$ cat config.mk
export PLATFORM = sky130hd
export DESIGN_NAME = apss_sequencer
export DESIGN_NICKNAME = d
export VERILOG_FILES = /design/src/hdl/apss_pkg.sv /design/src/hdl/apss_sequencer.sv
export VERILOG_INCLUDE_DIRS = /design/src /design/src/hdl
export SDC_FILE = /design/constraint.sdc
export NUM_CORES = 1
export LEC_CHECK = 0
export BUFFER_PORTS_ARGS = -buffer_cell sky130_fd_sc_hd__buf_2
export CAP_MARGIN = 10
export CORE_UTILIZATION = 25
export DETAILED_ROUTE_END_ITERATION = 6
export SLEW_MARGIN = 0
export SYNTH_ARGS = -nofsm -noshare
export SYNTH_HDL_FRONTEND = slang
export SYNTH_SLANG_ARGS = --single-unit
export TNS_END_PERCENT = 5
$ cat constraint.sdc
create_clock -name clk_i -period 3.7 [get_ports clk_i]
set_clock_uncertainty 0.05 [all_clocks]
set_input_delay 0.74 -clock clk_i [delete_from_list [all_inputs] [get_ports clk_i]]
set_output_delay 0.74 -clock clk_i [all_outputs]
set_load 0.01 [all_outputs]
$ cat src/hdl/apss_defs.svh
// timing and encoding constants for the amplifier power stage sequencer
// assumes a single clk_i domain; hold and propagation counts are derived from the clock period in ns
`ifndef APSS_DEFS_SVH
`define APSS_DEFS_SVH
`define APSS_CLK_PERIOD_NS   10
`define APSS_HOLD_TIME_MS    650
`define APSS_PROP_DELAY_US   200
`define APSS_HOLD_CYCLES     ((`APSS_HOLD_TIME_MS * 1000000) / `APSS_CLK_PERIOD_NS)
`define APSS_PROP_CYCLES     ((`APSS_PROP_DELAY_US * 1000) / `APSS_CLK_PERIOD_NS)
`define APSS_RAMP_CYCLES     1024
`define APSS_CNT_W           32
`define APSS_RAMP_W          8
`endif

$ cat src/hdl/apss_pkg.sv
// types shared by the amplifier power stage sequencer
// assumes apss_defs.svh is on the include path
`include "apss_defs.svh"
package apss_pkg;
   typedef enum logic [2:0] {
      APSS_ST_STANDBY = 3'b000,
      APSS_ST_HOLD    = 3'b001,
      APSS_ST_MUTED   = 3'b010,
      APSS_ST_RAMP    = 3'b011,
      APSS_ST_RUN     = 3'b100,
      APSS_ST_FAULT   = 3'b101
   } apss_state_t;

   typedef struct packed {
      logic overcurrent;
      logic overtemp;
      logic power_rail_ok;
      logic logic_rail_ok;
      logic clock_ok;
   } apss_mon_t;

   typedef struct packed {
      logic temp_warn_hi;
      logic temp_below_rel;
   } apss_temp_t;
endpackage

$ cat src/hdl/apss_sequencer.sv
// power stage sequencer of a two-channel switching amplifier
// assumes all inputs synchronous to clk_i; open-drain flags given as out/enable pairs
`timescale 1ns/1ps
`include "apss_defs.svh"
// Summary of operation
// - pull thermal warning low at warning level
// - release warning only near 120 degrees
// - mute low stops all bridge switching
// - any fault event outside standby forces shutdown, asserts fault
// - fault latched; cleared by mute low, restarts on mute high
// - standby low stops modulator, outputs high-Z
// - standby high runs modulator, stage still high-Z
// - mute high enables stage via soft ramp
// - mute low disables the power stage
// - fixed hold after standby release, no switching
// - hold overrides early mute release
// - switch after hold plus 200us and unmuted
// - supply undervoltage blocks power stage turn-on
module apss_sequencer #(
   parameter int unsigned HOLD_CYCLES = `APSS_HOLD_CYCLES,
   parameter int unsigned PROP_CYCLES = `APSS_PROP_CYCLES,
   parameter int unsigned RAMP_CYCLES = `APSS_RAMP_CYCLES
) (
   input  wire logic              clk_i,
   input  wire logic              reset_i,
   input  wire logic              clk_en_i,
   input  wire logic              standby_n_i,
   input  wire logic              mute_n_i,
   input  wire apss_pkg::apss_mon_t  mon_i,
   input  wire apss_pkg::apss_temp_t temp_i,
   output logic                   modulator_run_o,
   output logic                   bridge_enable_o,
   output logic [`APSS_RAMP_W-1:0] ramp_level_o,
   output logic                   thermal_warning_n_o,
   output logic                   thermal_warning_n_oe_n_o,
   output logic                   fault_n_o,
   output logic                   fault_n_oe_n_o
);
   import apss_pkg::*;

   // hold and propagation delay run as one count in the hold state
   localparam logic [`APSS_CNT_W-1:0] HOLD_END = `APSS_CNT_W'(HOLD_CYCLES + PROP_CYCLES - 1);
   localparam logic [`APSS_CNT_W-1:0] RAMP_END = `APSS_CNT_W'(RAMP_CYCLES - 1);

   // refuse counts that the counter or the ramp scaling cannot serve
   if (HOLD_CYCLES + PROP_CYCLES < 1 ||
       64'(HOLD_CYCLES) + 64'(PROP_CYCLES) > (64'h1 << `APSS_CNT_W)) begin : g_bad_hold
      $error("apss_sequencer: hold count out of range");
   end
   if (RAMP_CYCLES < 2) begin : g_bad_ramp
      $error("apss_sequencer: ramp needs at least two cycles");
   end
   if (RAMP_CYCLES > (32'h1 << (`APSS_CNT_W - `APSS_RAMP_W))) begin : g_big_ramp
      $error("apss_sequencer: ramp too long for level scaling");
   end

   apss_state_t             state_q, state_d;
   logic [`APSS_CNT_W-1:0]  cnt_q;
   logic                    standby_n_q;
   logic                    fault_q;
   logic                    warn_q;
   logic                    fault_event;

   // any monitor bit in its bad sense is a fault event
   function automatic logic any_fault(input apss_mon_t m);
      any_fault = m.overcurrent | m.overtemp | ~m.power_rail_ok | ~m.logic_rail_ok
                  | ~m.clock_ok;
   endfunction

   // both supply monitors must report good before turn-on
   function automatic logic rails_ok(input apss_mon_t m);
      rails_ok = m.power_rail_ok & m.logic_rail_ok;
   endfunction

   // bridge switches only in the ramp and run states
   function automatic logic stage_on(input apss_state_t s);
      stage_on = (s == APSS_ST_RAMP) || (s == APSS_ST_RUN);
   endfunction

   assign fault_event = any_fault(mon_i);

   // standby history for the rising-edge detect
   always_ff @(posedge clk_i) begin
      if (reset_i) begin
         standby_n_q <= 1'b0;
      end else if (clk_en_i) begin
         standby_n_q <= standby_n_i;
      end
   end

   // fault latch; a new event wins over the mute-low clear
   // events in standby are ignored so a rail dropping at power-down stays silent
   always_ff @(posedge clk_i) begin
      if (reset_i) begin
         fault_q <= 1'b0;
      end else if (clk_en_i) begin
         if (fault_event && standby_n_i) begin
            fault_q <= 1'b1;
         end else if (!mute_n_i) begin
            fault_q <= 1'b0;
         end
      end
   end

   // thermal warning with hysteresis
   // set wins when both monitor bits are up
   always_ff @(posedge clk_i) begin
      if (reset_i) begin
         warn_q <= 1'b0;
      end else if (clk_en_i) begin
         if (temp_i.temp_warn_hi) begin
            warn_q <= 1'b1;
         end else if (temp_i.temp_below_rel) begin
            warn_q <= 1'b0;
         end
      end
   end

   // next-state logic; standby beats fault, fault beats mute
   always_comb begin
      state_d = state_q;
      unique case (state_q)
         APSS_ST_STANDBY: begin
            if (standby_n_i && !standby_n_q)
               state_d = APSS_ST_HOLD;
         end
         APSS_ST_HOLD: begin
            // mute input ignored until hold plus propagation delay expires
            if (cnt_q == HOLD_END)
               state_d = APSS_ST_MUTED;
         end
         APSS_ST_MUTED: begin
            // level-sensitive; a fault cleared by mute low waits here for mute high
            if (mute_n_i && !fault_q && rails_ok(mon_i))
               state_d = APSS_ST_RAMP;
         end
         APSS_ST_RAMP: begin
            if (cnt_q == RAMP_END)
               state_d = APSS_ST_RUN;
         end
         APSS_ST_RUN: begin
            // stays until an override below moves it
            state_d = APSS_ST_RUN;
         end
         APSS_ST_FAULT: begin
            if (!mute_n_i)
               state_d = APSS_ST_MUTED;
         end
         default: state_d = APSS_ST_STANDBY;
      endcase
      // overrides in priority order
      if (stage_on(state_q)) begin
         if (!mute_n_i || !rails_ok(mon_i))
            state_d = APSS_ST_MUTED;
      end
      if (fault_event && state_q != APSS_ST_STANDBY)
         state_d = APSS_ST_FAULT;
      if (!standby_n_i)
         state_d = APSS_ST_STANDBY;
   end

   always_ff @(posedge clk_i) begin
      if (reset_i) begin
         state_q <= APSS_ST_STANDBY;
      end else if (clk_en_i) begin
         state_q <= state_d;
      end
   end

   // shared counter for hold and ramp phases
   // cleared on every state change so each phase starts from zero
   always_ff @(posedge clk_i) begin
      if (reset_i) begin
         cnt_q <= '0;
      end else if (clk_en_i) begin
         if (state_d != state_q) begin
            cnt_q <= '0;
         end else if (state_q == APSS_ST_HOLD || state_q == APSS_ST_RAMP) begin
            cnt_q <= cnt_q + `APSS_CNT_W'(1);
         end
      end
   end

   // registered outputs
   // built from the next state so they change together with the state register
   always_ff @(posedge clk_i) begin
      if (reset_i) begin
         modulator_run_o <= 1'b0;
         bridge_enable_o <= 1'b0;
         ramp_level_o    <= '0;
      end else if (clk_en_i) begin
         modulator_run_o <= (state_d != APSS_ST_STANDBY);
         bridge_enable_o <= stage_on(state_d);
         if (state_d == APSS_ST_RUN) begin
            ramp_level_o <= '1;
         end else if (state_d == APSS_ST_RAMP) begin
            // level scales the ramp count to full range, saturating at the end
            ramp_level_o <= cnt_q[`APSS_CNT_W-1:0] >= RAMP_END ? '1 :
                            `APSS_RAMP_W'((cnt_q * (2 ** `APSS_RAMP_W)) / RAMP_CYCLES);
         end else begin
            ramp_level_o <= '0;
         end
      end
   end

   // open-drain flags: enable low while pulling the pin low
   // data is tied low; only the enable moves, so the pin never drives high
   always_ff @(posedge clk_i) begin
      if (reset_i) begin
         thermal_warning_n_o      <= 1'b0;
         thermal_warning_n_oe_n_o <= 1'b1;
         fault_n_o                <= 1'b0;
         fault_n_oe_n_o           <= 1'b1;
      end else if (clk_en_i) begin
         thermal_warning_n_o      <= 1'b0;
         thermal_warning_n_oe_n_o <= ~warn_q;
         fault_n_o                <= 1'b0;
         fault_n_oe_n_o           <= ~fault_q;
      end
   end
endmodule // apss_sequencer

### After elaboration in Yosys (flattened, before gate mapping)

Index checks and enable logic that the tools add are counted.

* register bits: 50
* input port bits: 12
* output and inout port bits: 14
* word-level logic and storage cells: 73

* add/sub/neg operators: 1
* magnitude comparators: 1
* equality and inequality tests: 11
* multiplexer cells: 19
* bitwise operators: 10
* reductions and logical operators: 21

Operators by type and width (count)
* 32-bit two-way mux: 2
* 32-bit by 1-bit adder with 32-bit output, second input constant: 1
* 32-bit by 10-bit == test with 1-bit output, second input constant: 1
* 32-bit by 26-bit == test with 1-bit output, second input constant: 1
* 32-bit by 10-bit greater-or-equal comparator with 1-bit output, second input constant: 1
* 3-bit two-way mux: 9
* 8-bit two-way mux: 3
* 3-bit case mux with 6 select lines: 1
* 3-bit by 2-bit == test with 1-bit output, second input constant: 3
* 3-bit == test, second input constant: 3
* 2-bit AND reduction: 3
* 3-bit nonzero test: 2
* 1-bit logical AND: 5
* 1-bit inverter: 5
* 1-bit zero test: 4
* 1-bit logical OR: 4
* 1-bit two-way mux: 4
* 1-bit OR: 4
* 2-bit nonzero test: 2
* 3-bit by 1-bit == test with 1-bit output, second input constant: 1
* 3-bit zero test: 1
* 3-bit != test: 1
* 2-bit by 1-bit != test with 1-bit output, second input constant: 1
* 1-bit AND: 1

### Longest topological paths before layout

Gate-level depths: netlist of run 1.

* depth after elaboration: 12
* gate-level depth with buffers: 11
* gate-level depth less buffers: 8

### Worst setup path after synthesis of run 1

OpenSTA, ideal clock, no wires.

* kind: input port to flip-flop
* start point: input port mute_n_i
* end point: register cnt_q[22]
* arrival: 2.734 ns
* path slack: 0.846 ns
* cell stages on the path: 10
* cell sequence: clkbuf_1 nand3_1 o31ai_2 a2bb2o_1 a31oi_1 and4_1 buf_6 buf_6 or4_1 a21oi_1

* longest elaborated chain between the ends: 11

Ends and longest elaborated chain
* start: declaration: line apss_sequencer.sv:28 `input wire logic mute_n_i,`
* 1-bit logical AND (2 in a row): line apss_sequencer.sv:134 `if (mute_n_i && !fault_q && rails_ok(mon_i))`
* 3-bit two-way mux: line apss_sequencer.sv:134
* 3-bit case mux with 6 select lines: line apss_sequencer.sv:122 `unique case (state_q)`
* 3-bit two-way mux: line apss_sequencer.sv:153 `if (!mute_n_i || !rails_ok(mon_i))`
* 3-bit two-way mux *: line apss_sequencer.sv:152 `if (stage_on(state_q)) begin`
* 3-bit two-way mux *: line apss_sequencer.sv:156 `if (fault_event && state_q != APSS_ST_STANDBY)`
* 3-bit two-way mux *: line apss_sequencer.sv:158 `if (!standby_n_i)`
* 3-bit != test *: line apss_sequencer.sv:176 `if (state_d != state_q) begin`
* 2-bit nonzero test (no line)
* 2-bit AND reduction (no line)
* end signal: assignment: line apss_sequencer.sv:179 `` cnt_q <= cnt_q + `APSS_CNT_W'(1); ``
* end: declaration: line apss_sequencer.sv:58 `` logic [`APSS_CNT_W-1:0] cnt_q; ``

Mark *: on every way between the ends. The rest lies on a longest branch, timed or not.
A chain may end at the register's enable or synchronous reset.

### Worst setup path in the final report of run 1

* start point: register cnt_q[0]
* end point: register cnt_q[10]

* longest elaborated chain between the ends: 10

Ends and longest elaborated chain (line)
* 32-bit by 10-bit == test with 1-bit output or 32-bit by 26-bit == test with 1-bit output (tied branches): apss_sequencer.sv:138, apss_sequencer.sv:129
* 3-bit two-way mux, on equally long branches: apss_sequencer.sv:138, apss_sequencer.sv:129
* 3-bit case mux with 6 select lines: apss_sequencer.sv:122
* 3-bit two-way mux: apss_sequencer.sv:153
* 3-bit two-way mux: apss_sequencer.sv:152
* 3-bit two-way mux: apss_sequencer.sv:156
* 3-bit two-way mux: apss_sequencer.sv:158
* 3-bit != test: apss_sequencer.sv:176
* 2-bit nonzero test (no line)
* 2-bit AND reduction (no line)

Parallel ways exist; a longest one is shown, timed or not. The select of a mux whose other input is x is not followed.

==> results_dict.tcl, run 1 <==
set metrics [dict create \
    hold_viol_final 0 \
    netSwitchingPower_uw 302 \
    wirelength_um 7340 \
    multi_input_area_sq_mm 0.00178 \
    slew-limit-headroom_pct 39.8 \
    placementRows 39 \
    antenna_cells 0 \
    p_int_uw 836 \
    cts_buffers 5 \
    synth-seq-area-share_pct 34.3 \
    hold_buffers 0 \
    clockRootBuffer "clkbuf_16" \
    area_growth_pct 13.3 \
    ff_latch_area_sq_mm 0.00100 \
    insertion_delay_ps 300 \
    vias_per_cell 5.52 \
    grt_usage_pct 12.2 \
    core_area_sq_mm 0.0114 \
    place_hpwl_um 5130 \
    io_pins 26 \
    antenna_found_initial 0 \
    synthCells 361 \
    grt_max_degree 55 \
    ff2ff_path_depth 8 \
    post-route-min-period_ps 2910 \
    rsz0062_at_grt "false" \
    maxSlewViolCount 0 \
    cts_resized 0 \
    yosys_most_used_dff "dfxtp_1" \
    nets 387 \
    synth_edf_count 0 \
    setup_viol 0 \
    worstSetupPathType "flip-flop to flip-flop" \
    h-tree-depth 2 \
    whs_path_depth 2 \
    yosysTopAreaCell "dfxtp_1" \
    clk_path_buf_depth 2 \
    maxCapViolCount 0 \
    finalCritPeriodShare_pct 78.8 \
    synthTopCellsByArea "dfxtp_1, a21oi_1, o21ai_0" \
    nFillCells 1235 \
    cp_slowest_cell "a41oi_1" \
    drt_iter0_drc 250 \
    worst_slew_pin_slew_ps 896 \
    firstDrtPassIters 4 \
    cts_setup_buffers 0 \
    grt_pass1_vias 2515 \
    clkPwrFrac_pct 41.4 \
    synthArstFlopShare_pct 0 \
    die_h_um 110 \
    gp_congestion 0.928 \
    final_cell_area_sq_mm 0.00331 \
    min_path_type "flip-flop to flip-flop" \
    syn_avg_cell_area_sq_um 8.08 \
    crit_fanout 5 \
    avgRoutedWirePerCell_um 14.2 \
    ys_seq_elements 50 \
    synth_warnings 0 \
    clk_pin_slew_ps 70 \
    drc 0 \
    ant_nets 0 \
    vias 2860 \
    p_leak_nw 1.08 \
    critical_path.max_stage_delay_ps 550 \
    synth_area_sq_mm 0.00292 \
    combPwrFrac_pct 10.1 \
    tns_ps 0 \
    portBuffers 23 \
    peakVddDrop_v 0.000225 \
    critPathLaunchType "flip-flop" \
    pwr-share-seq_pct 48.5 \
    yosysTopAreaCellShare_pct 34.3 \
    max_freq_ghz 0.343 \
    clock_sinks 50 \
    grt_pass1_wl_um 11800 \
    end_kind "flip-flop" \
    dieArea_sq_mm 0.0121 \
    crit_required_ps 3880 \
    layout-drive-gt1-share_pct 14.4 \
    synth.distinct_cells 60 \
    worstPathCellList "ha_1 -> nand4_2 -> nor4_1 -> nor3b_4 -> nand4b_1 -> a41oi_1 -> or4b_1 -> a21oi_1" \
    swShare_pct 26.5 \
    cts_tree "yes" \
    place_area_sq_mm 0.00316 \
    grt_overflow 0 \
    critPathArrivalTime_ps 3090 \
    pwr_density_cell_mw_per_mm2 344 \
    status "complete, no violations" \
    die_x_um 110 \
    start_util_pct 25.7 \
]
-- path summary, 6_finish.rpt --
check | startpoint | to | slack [ps]
worst max-delay path | cnt_q[0] | cnt_q[10] | 790
worst min-delay path | thermal_warning_n_oe_n_o | thermal_warning_n_oe_n_o | 420
worst max register to register | cnt_q[0] | cnt_q[10] | 790
worst min register to register | thermal_warning_n_oe_n_o | thermal_warning_n_oe_n_o | 420
-- per-stage QoR --
stage                     hold WS (ps)  std cells  total power [mW]  utilization (%)  setup slack, ps
final                              421        518              1.14             29.1              786
after CTS                          425        518              1.14             29.1              792
after global placement             407        510             0.678             27.8              734
after global routing               444        518              1.18             29.1              518
after detailed placement           406        510             0.678             27.8              649
after floorplan                    408        362             0.649                -              846
-- layer usage --
layer  GRT usage, %  vias up  share of wire, %
met5              0        -                 0
met4           3.90        0               1.3
met3           2.29       13               4.4
met2           20.1       68                46
met1           16.0     1354                48
li1               -     1425                 -
-- layout by cell type, fill, tap and decap left out, drive strengths merged, types with 4 or more instances in the layout --
master | synthesis | routed
nor2 | 19 | 19
buf | 12 | 29
o31ai | 13 | 13
nand2 | 25 | 25
nand3 | 15 | 15
o41ai | 4 | 4
or4 | 15 | 15
and2 | 4 | 4
nor3 | 6 | 6
o21ai | 24 | 24
nand4 | 15 | 15
or3 | 19 | 19
a21oi | 34 | 34
and4 | 7 | 7
clkbuf | 12 | 5
or2 | 8 | 8
a22o | 8 | 8
inv | 7 | 8
dfxtp | 50 | 50
a31oi | 4 | 4
nor4 | 9 | 9
-- power groups by stage --
stage	Sequential [mW]	Clock, mW	Combinational (mW)
final	0.552	0.471	0.114
after global routing	0.553	0.501	0.127
after CTS	0.551	0.479	0.114
after detailed placement	0.564	0	0.114
after global placement	0.564	0	0.114
after floorplan	0.561	0	0.0875
-- Yosys cell counts (7+ instances only) --
cell	instances
or4_1	15
and4_1	7
or3_1	19
nor2_1	19
o21ai_0	24
inv_1	7
nand3_1	15
dfxtp_1	50
or2_2	8
o31ai_1	12
nand4_1	13
nor4_1	7
clkbuf_1	12
nand2_1	25
a22o_1	8
a21oi_1	34
-- worst max-delay path, delay by kind of cell, from the launching register on --
family	cells	cell delay (ps)
AOI/OAI and AO/OA	2	690
adders and majority gates	1	220
DFF	1	400
and+or+nand+nor	5	1470
-- final cells by class --
| class | instances | area share, % |
|---|---|---|
| Tap cell | 143 | 5.41 |
| Multi-Input combinational cell | 281 | 53.7 |
| Inverter | 7 | 0.795 |
| Clock inverter | 3 | 0.757 |
| Timing Repair Buffer | 29 | 5.22 |
| Clock buffer | 5 | 3.79 |
| Sequential cell | 50 | 30.3 |
-- kinds of logic after synthesis --
group	synth area share, %
other cells	0.129
xor+xnor	0.901
simple gates	33.9
compound gates	24.0
fa+ha+maj	0.429
flops	34.3
buf+inv	4.89
mux	1.42
-- flip-flops by register name, summed over array words and instances, names as in the netlist --
signal	cells
state_q	3
bridge_enable_o	1
warn_q	1
ramp_level_o	8
fault_n_oe_n_o	1
fault_q	1
thermal_warning_n_oe_n_o	1
standby_n_q	1
cnt_q	32
modulator_run_o	1
No activity file was read; power rests on OpenSTA's default activity.
==> run 2, diff against run 1 <==
--- a/config.mk
+++ b/config.mk
@@ -6,6 +6,7 @@
 export SDC_FILE = /design/constraint.sdc
 export NUM_CORES = 1
 export LEC_CHECK = 0
+export ABC_AREA = 1
 export BUFFER_PORTS_ARGS = -buffer_cell sky130_fd_sc_hd__buf_2
 export CAP_MARGIN = 10
 export CORE_UTILIZATION = 25
==> constraint.sdc (replaced) <==
create_clock -name clk_i -period 2.7 [get_ports clk_i]
set_clock_uncertainty 0.05 [all_clocks]
set_input_delay 0.54 -clock clk_i [delete_from_list [all_inputs] [get_ports clk_i]]
set_output_delay 0.54 -clock clk_i [all_outputs]
set_load 0.01 [all_outputs]
==> run 2 against run 1 <==
Wire length is 31% higher. Flip-flop and latch count stayed put. Critical path depth is 9 higher. Sequential power is 39% higher. Non-clock buffer count is 14 higher. Worst setup slack worse by 520 ps. Power is 50% higher. Register-to-register slack worse by 520 ps. Global-route usage is 0.88 points higher. Combinational power grew to 2.6 times the previous value. Count of clock-buffer cells in the layout stayed put. Cell count is 45% higher. Largest cell class unchanged.
==> results_dict.tcl, run 2 <==
set metrics [dict create \
    status "complete, no violations" \
    hold_viol_final 0 \
    grt_use_met2_pct 20.9 \
    worst_slew_pin_slew_ps 582 \
    rsz0062_at_grt "false" \
    io_pins 26 \
    reg_top3 "cnt_q: 32 flops, ramp_level_o: 8 flops, state_q: 3 flops" \
    end_kind "flip-flop" \
    synth_warnings 0 \
    clockRootBuffer "clkbuf_16" \
    maxCapViolCount 0 \
    cpMostUsedCell "nand2_1" \
    wirelength_um 9590 \
    setup_viol 0 \
    dp_worst_setup_slack_ps 150 \
    clk_pin_slew_ps 70 \
    synth_edf_count 0 \
    power_mw 1.70 \
    cp_slowest_cell "dfxtp_1" \
    ys_seq_elements 50 \
    grt_pass1_vias 3247 \
    place_hpwl_um 7160 \
    die_x_um 123 \
    drt_iter0_drc 156 \
    worstPathCellList "ha_1 -> inv_1 -> nor2_4 -> nand2_4 -> nor2_4 -> nand3_1 -> nand2_1 -> nand2_1 -> nand2_2 -> nand2_1 -> nand2_1 -> nand2_2 -> nand3_2 -> nand2_8 -> buf_12 -> nand3_2 -> a21oi_2" \
    grt_overflow 0 \
    maxSlewViolCount 0 \
    synth-seq-area-share_pct 27.1 \
    yosysMostFrequentCell "nand2_1" \
    post-route-min-period_ps 2430 \
    met1_usage_pct 18.0 \
    hold_buffers 0 \
    placementRows 44 \
    cts_tree "yes" \
    synth_top_family_by_area "simple AND/OR/NAND/NOR gates" \
    critPathArrivalTime_ps 2550 \
    dieArea_sq_mm 0.0152 \
    grt_max_degree 43 \
    critPathLaunchType "flip-flop" \
    insertion_delay_ps 300 \
    critical_path.max_stage_delay_ps 380 \
    slew-limit-headroom_pct 60.9 \
    finalWorstSetupSlack_ps 267 \
    nets 581 \
    grtUsageMet3_pct 2.08 \
    worstSetupPathType "flip-flop to flip-flop" \
    regMostFlops "cnt_q" \
    start_util_pct 25.5 \
    h-tree-depth 2 \
    clk_path_buf_depth 2 \
    cts_setup_buffers 0 \
    antenna_found_initial 0 \
    layout_commonest_cell "nand2_1" \
    synthCells 545 \
    yosys-top-cells-count "nand2_1, inv_1, nor2_1" \
    drc 0 \
    die_h_um 123 \
    layout-drive-gt1-share_pct 20.4 \
    synth_xor_area_share_pct 6.88 \
    min_path_type "flip-flop to flip-flop" \
    place_area_sq_mm 0.00403 \
    avgRoutedWirePerCell_um 12.7 \
    clock_sinks 50 \
    final_cell_mix "nand2_1, inv_1, nor2_1" \
    tns_ps 0 \
    ant_nets 0 \
    synth_area_sq_mm 0.00369 \
    peakVddDrop_v 0.000195 \
    synthArstFlopShare_pct 0 \
    p_leak_nw 1.58 \
    vias 3528 \
    pwr_density_cell_mw_per_mm2 408 \
    max_freq_ghz 0.411 \
    portBuffers 23 \
    finalCritPeriodShare_pct 90.1 \
    synth_fa_ha_area_share_pct 0.339 \
    finalCoreUtilization_pct 28.8 \
    yosys_most_used_dff "dfxtp_1" \
    final_cell_area_sq_mm 0.00417 \
    placedCellCount 745 \
    hold-worst-slack_ps 389 \
    synth.distinct_cells 33 \
    crit_required_ps 2820 \
    antenna_cells 0 \
    yosysTopAreaCell "dfxtp_1" \
    vias_per_cell 4.69 \
    core_area_sq_mm 0.0145 \
    synth_compound_area_share_pct 11.9 \
    syn_avg_cell_area_sq_um 6.77 \
    yosysTopAreaCellShare_pct 27.1 \
    area_growth_pct 13.1 \
    yosys.area_share.simple_pct 41.0 \
    grt_pass1_wl_um 15900 \
    crit_fanout 21 \
    top_usage_layer "met2" \
    synthMuxAreaShare_pct 0 \
    cts_buffers 5 \
    gp_congestion 0.985 \
    synthTopCellsByArea "dfxtp_1, nand2_1, nand3_2" \
    fin_cells 752 \
    firstDrtPassIters 7 \
    grt_usage_pct 13.1 \
    largest_register_ffs 32 \
]
run 2: cell types whose count changed in the layout (fill, tap and decap cells not counted), sizes merged, moves of 19 or more:
| cell | delta |
|---|---|
| xor2 | +27 |
| nand3 | +34 |
| or3 | -19 |
| nor2 | +44 |
| nand2 | +94 |
| nand4 | +22 |
| inv | +65 |
run 2: what timing repair did:
action,in CTS,in global routing
setup endpoints to repair,0,12
hold endpoints to repair,0,0
gates resized for setup,0,1
run 2: final timing paths:
path,slack (ps),cells past startpoint,startpoint,endpoint
worst max-delay path,270,17,cnt_q[1],cnt_q[16]
worst min-delay path,390,1,warn_q,thermal_warning_n_oe_n_o
worst max register to register,270,17,cnt_q[1],cnt_q[16]
worst min register to register,390,1,warn_q,thermal_warning_n_oe_n_o
run 2: worst max-delay path: cells and delay by family (launching register included):
| family | cells | cell delay, ps |
|---|---|---|
| compound gates | 1 | 50 |
| simple gates | 13 | 1340 |
| fa+ha+maj | 1 | 180 |
| buf+inv | 2 | 300 |
| flops | 1 | 380 |
run 2: layer usage:
| layer | part of all wire [%] | wire [um] | vias up |
|---|---|---|---|
| met5 | 0 | 0 | - |
| met4 | 1.3 | 129 | 0 |
| met3 | 4.4 | 418 | 12 |
| met2 | 44 | 4250 | 100 |
| met1 | 50 | 4790 | 1591 |
| li1 | - | - | 1825 |
run 2: cell families after synthesis:
family / Yosys count
simple gates: 292
buf+inv: 101
compound gates: 71
flops: 50
xor+xnor: 29
fa+ha+maj: 1
other cells: 1
run 2: cell type report:
class	count	area, sq um
Inverter	73	274
Clock buffer	5	125
Fill cell	1596	10300
Tap cell	184	230
Multi-Input combinational cell	395	2240
Clock inverter	2	15.0
Sequential cell	50	1000
Timing Repair Buffer	43	290
run 2: report_power, final:
part / internal [mW] / leakage (nW) / switching (mW)
Combinational: 0.0947 / 1.11 / 0.205
Clock: 0.339 / 0.0619 / 0.294
Sequential: 0.755 / 0.405 / 0.0142
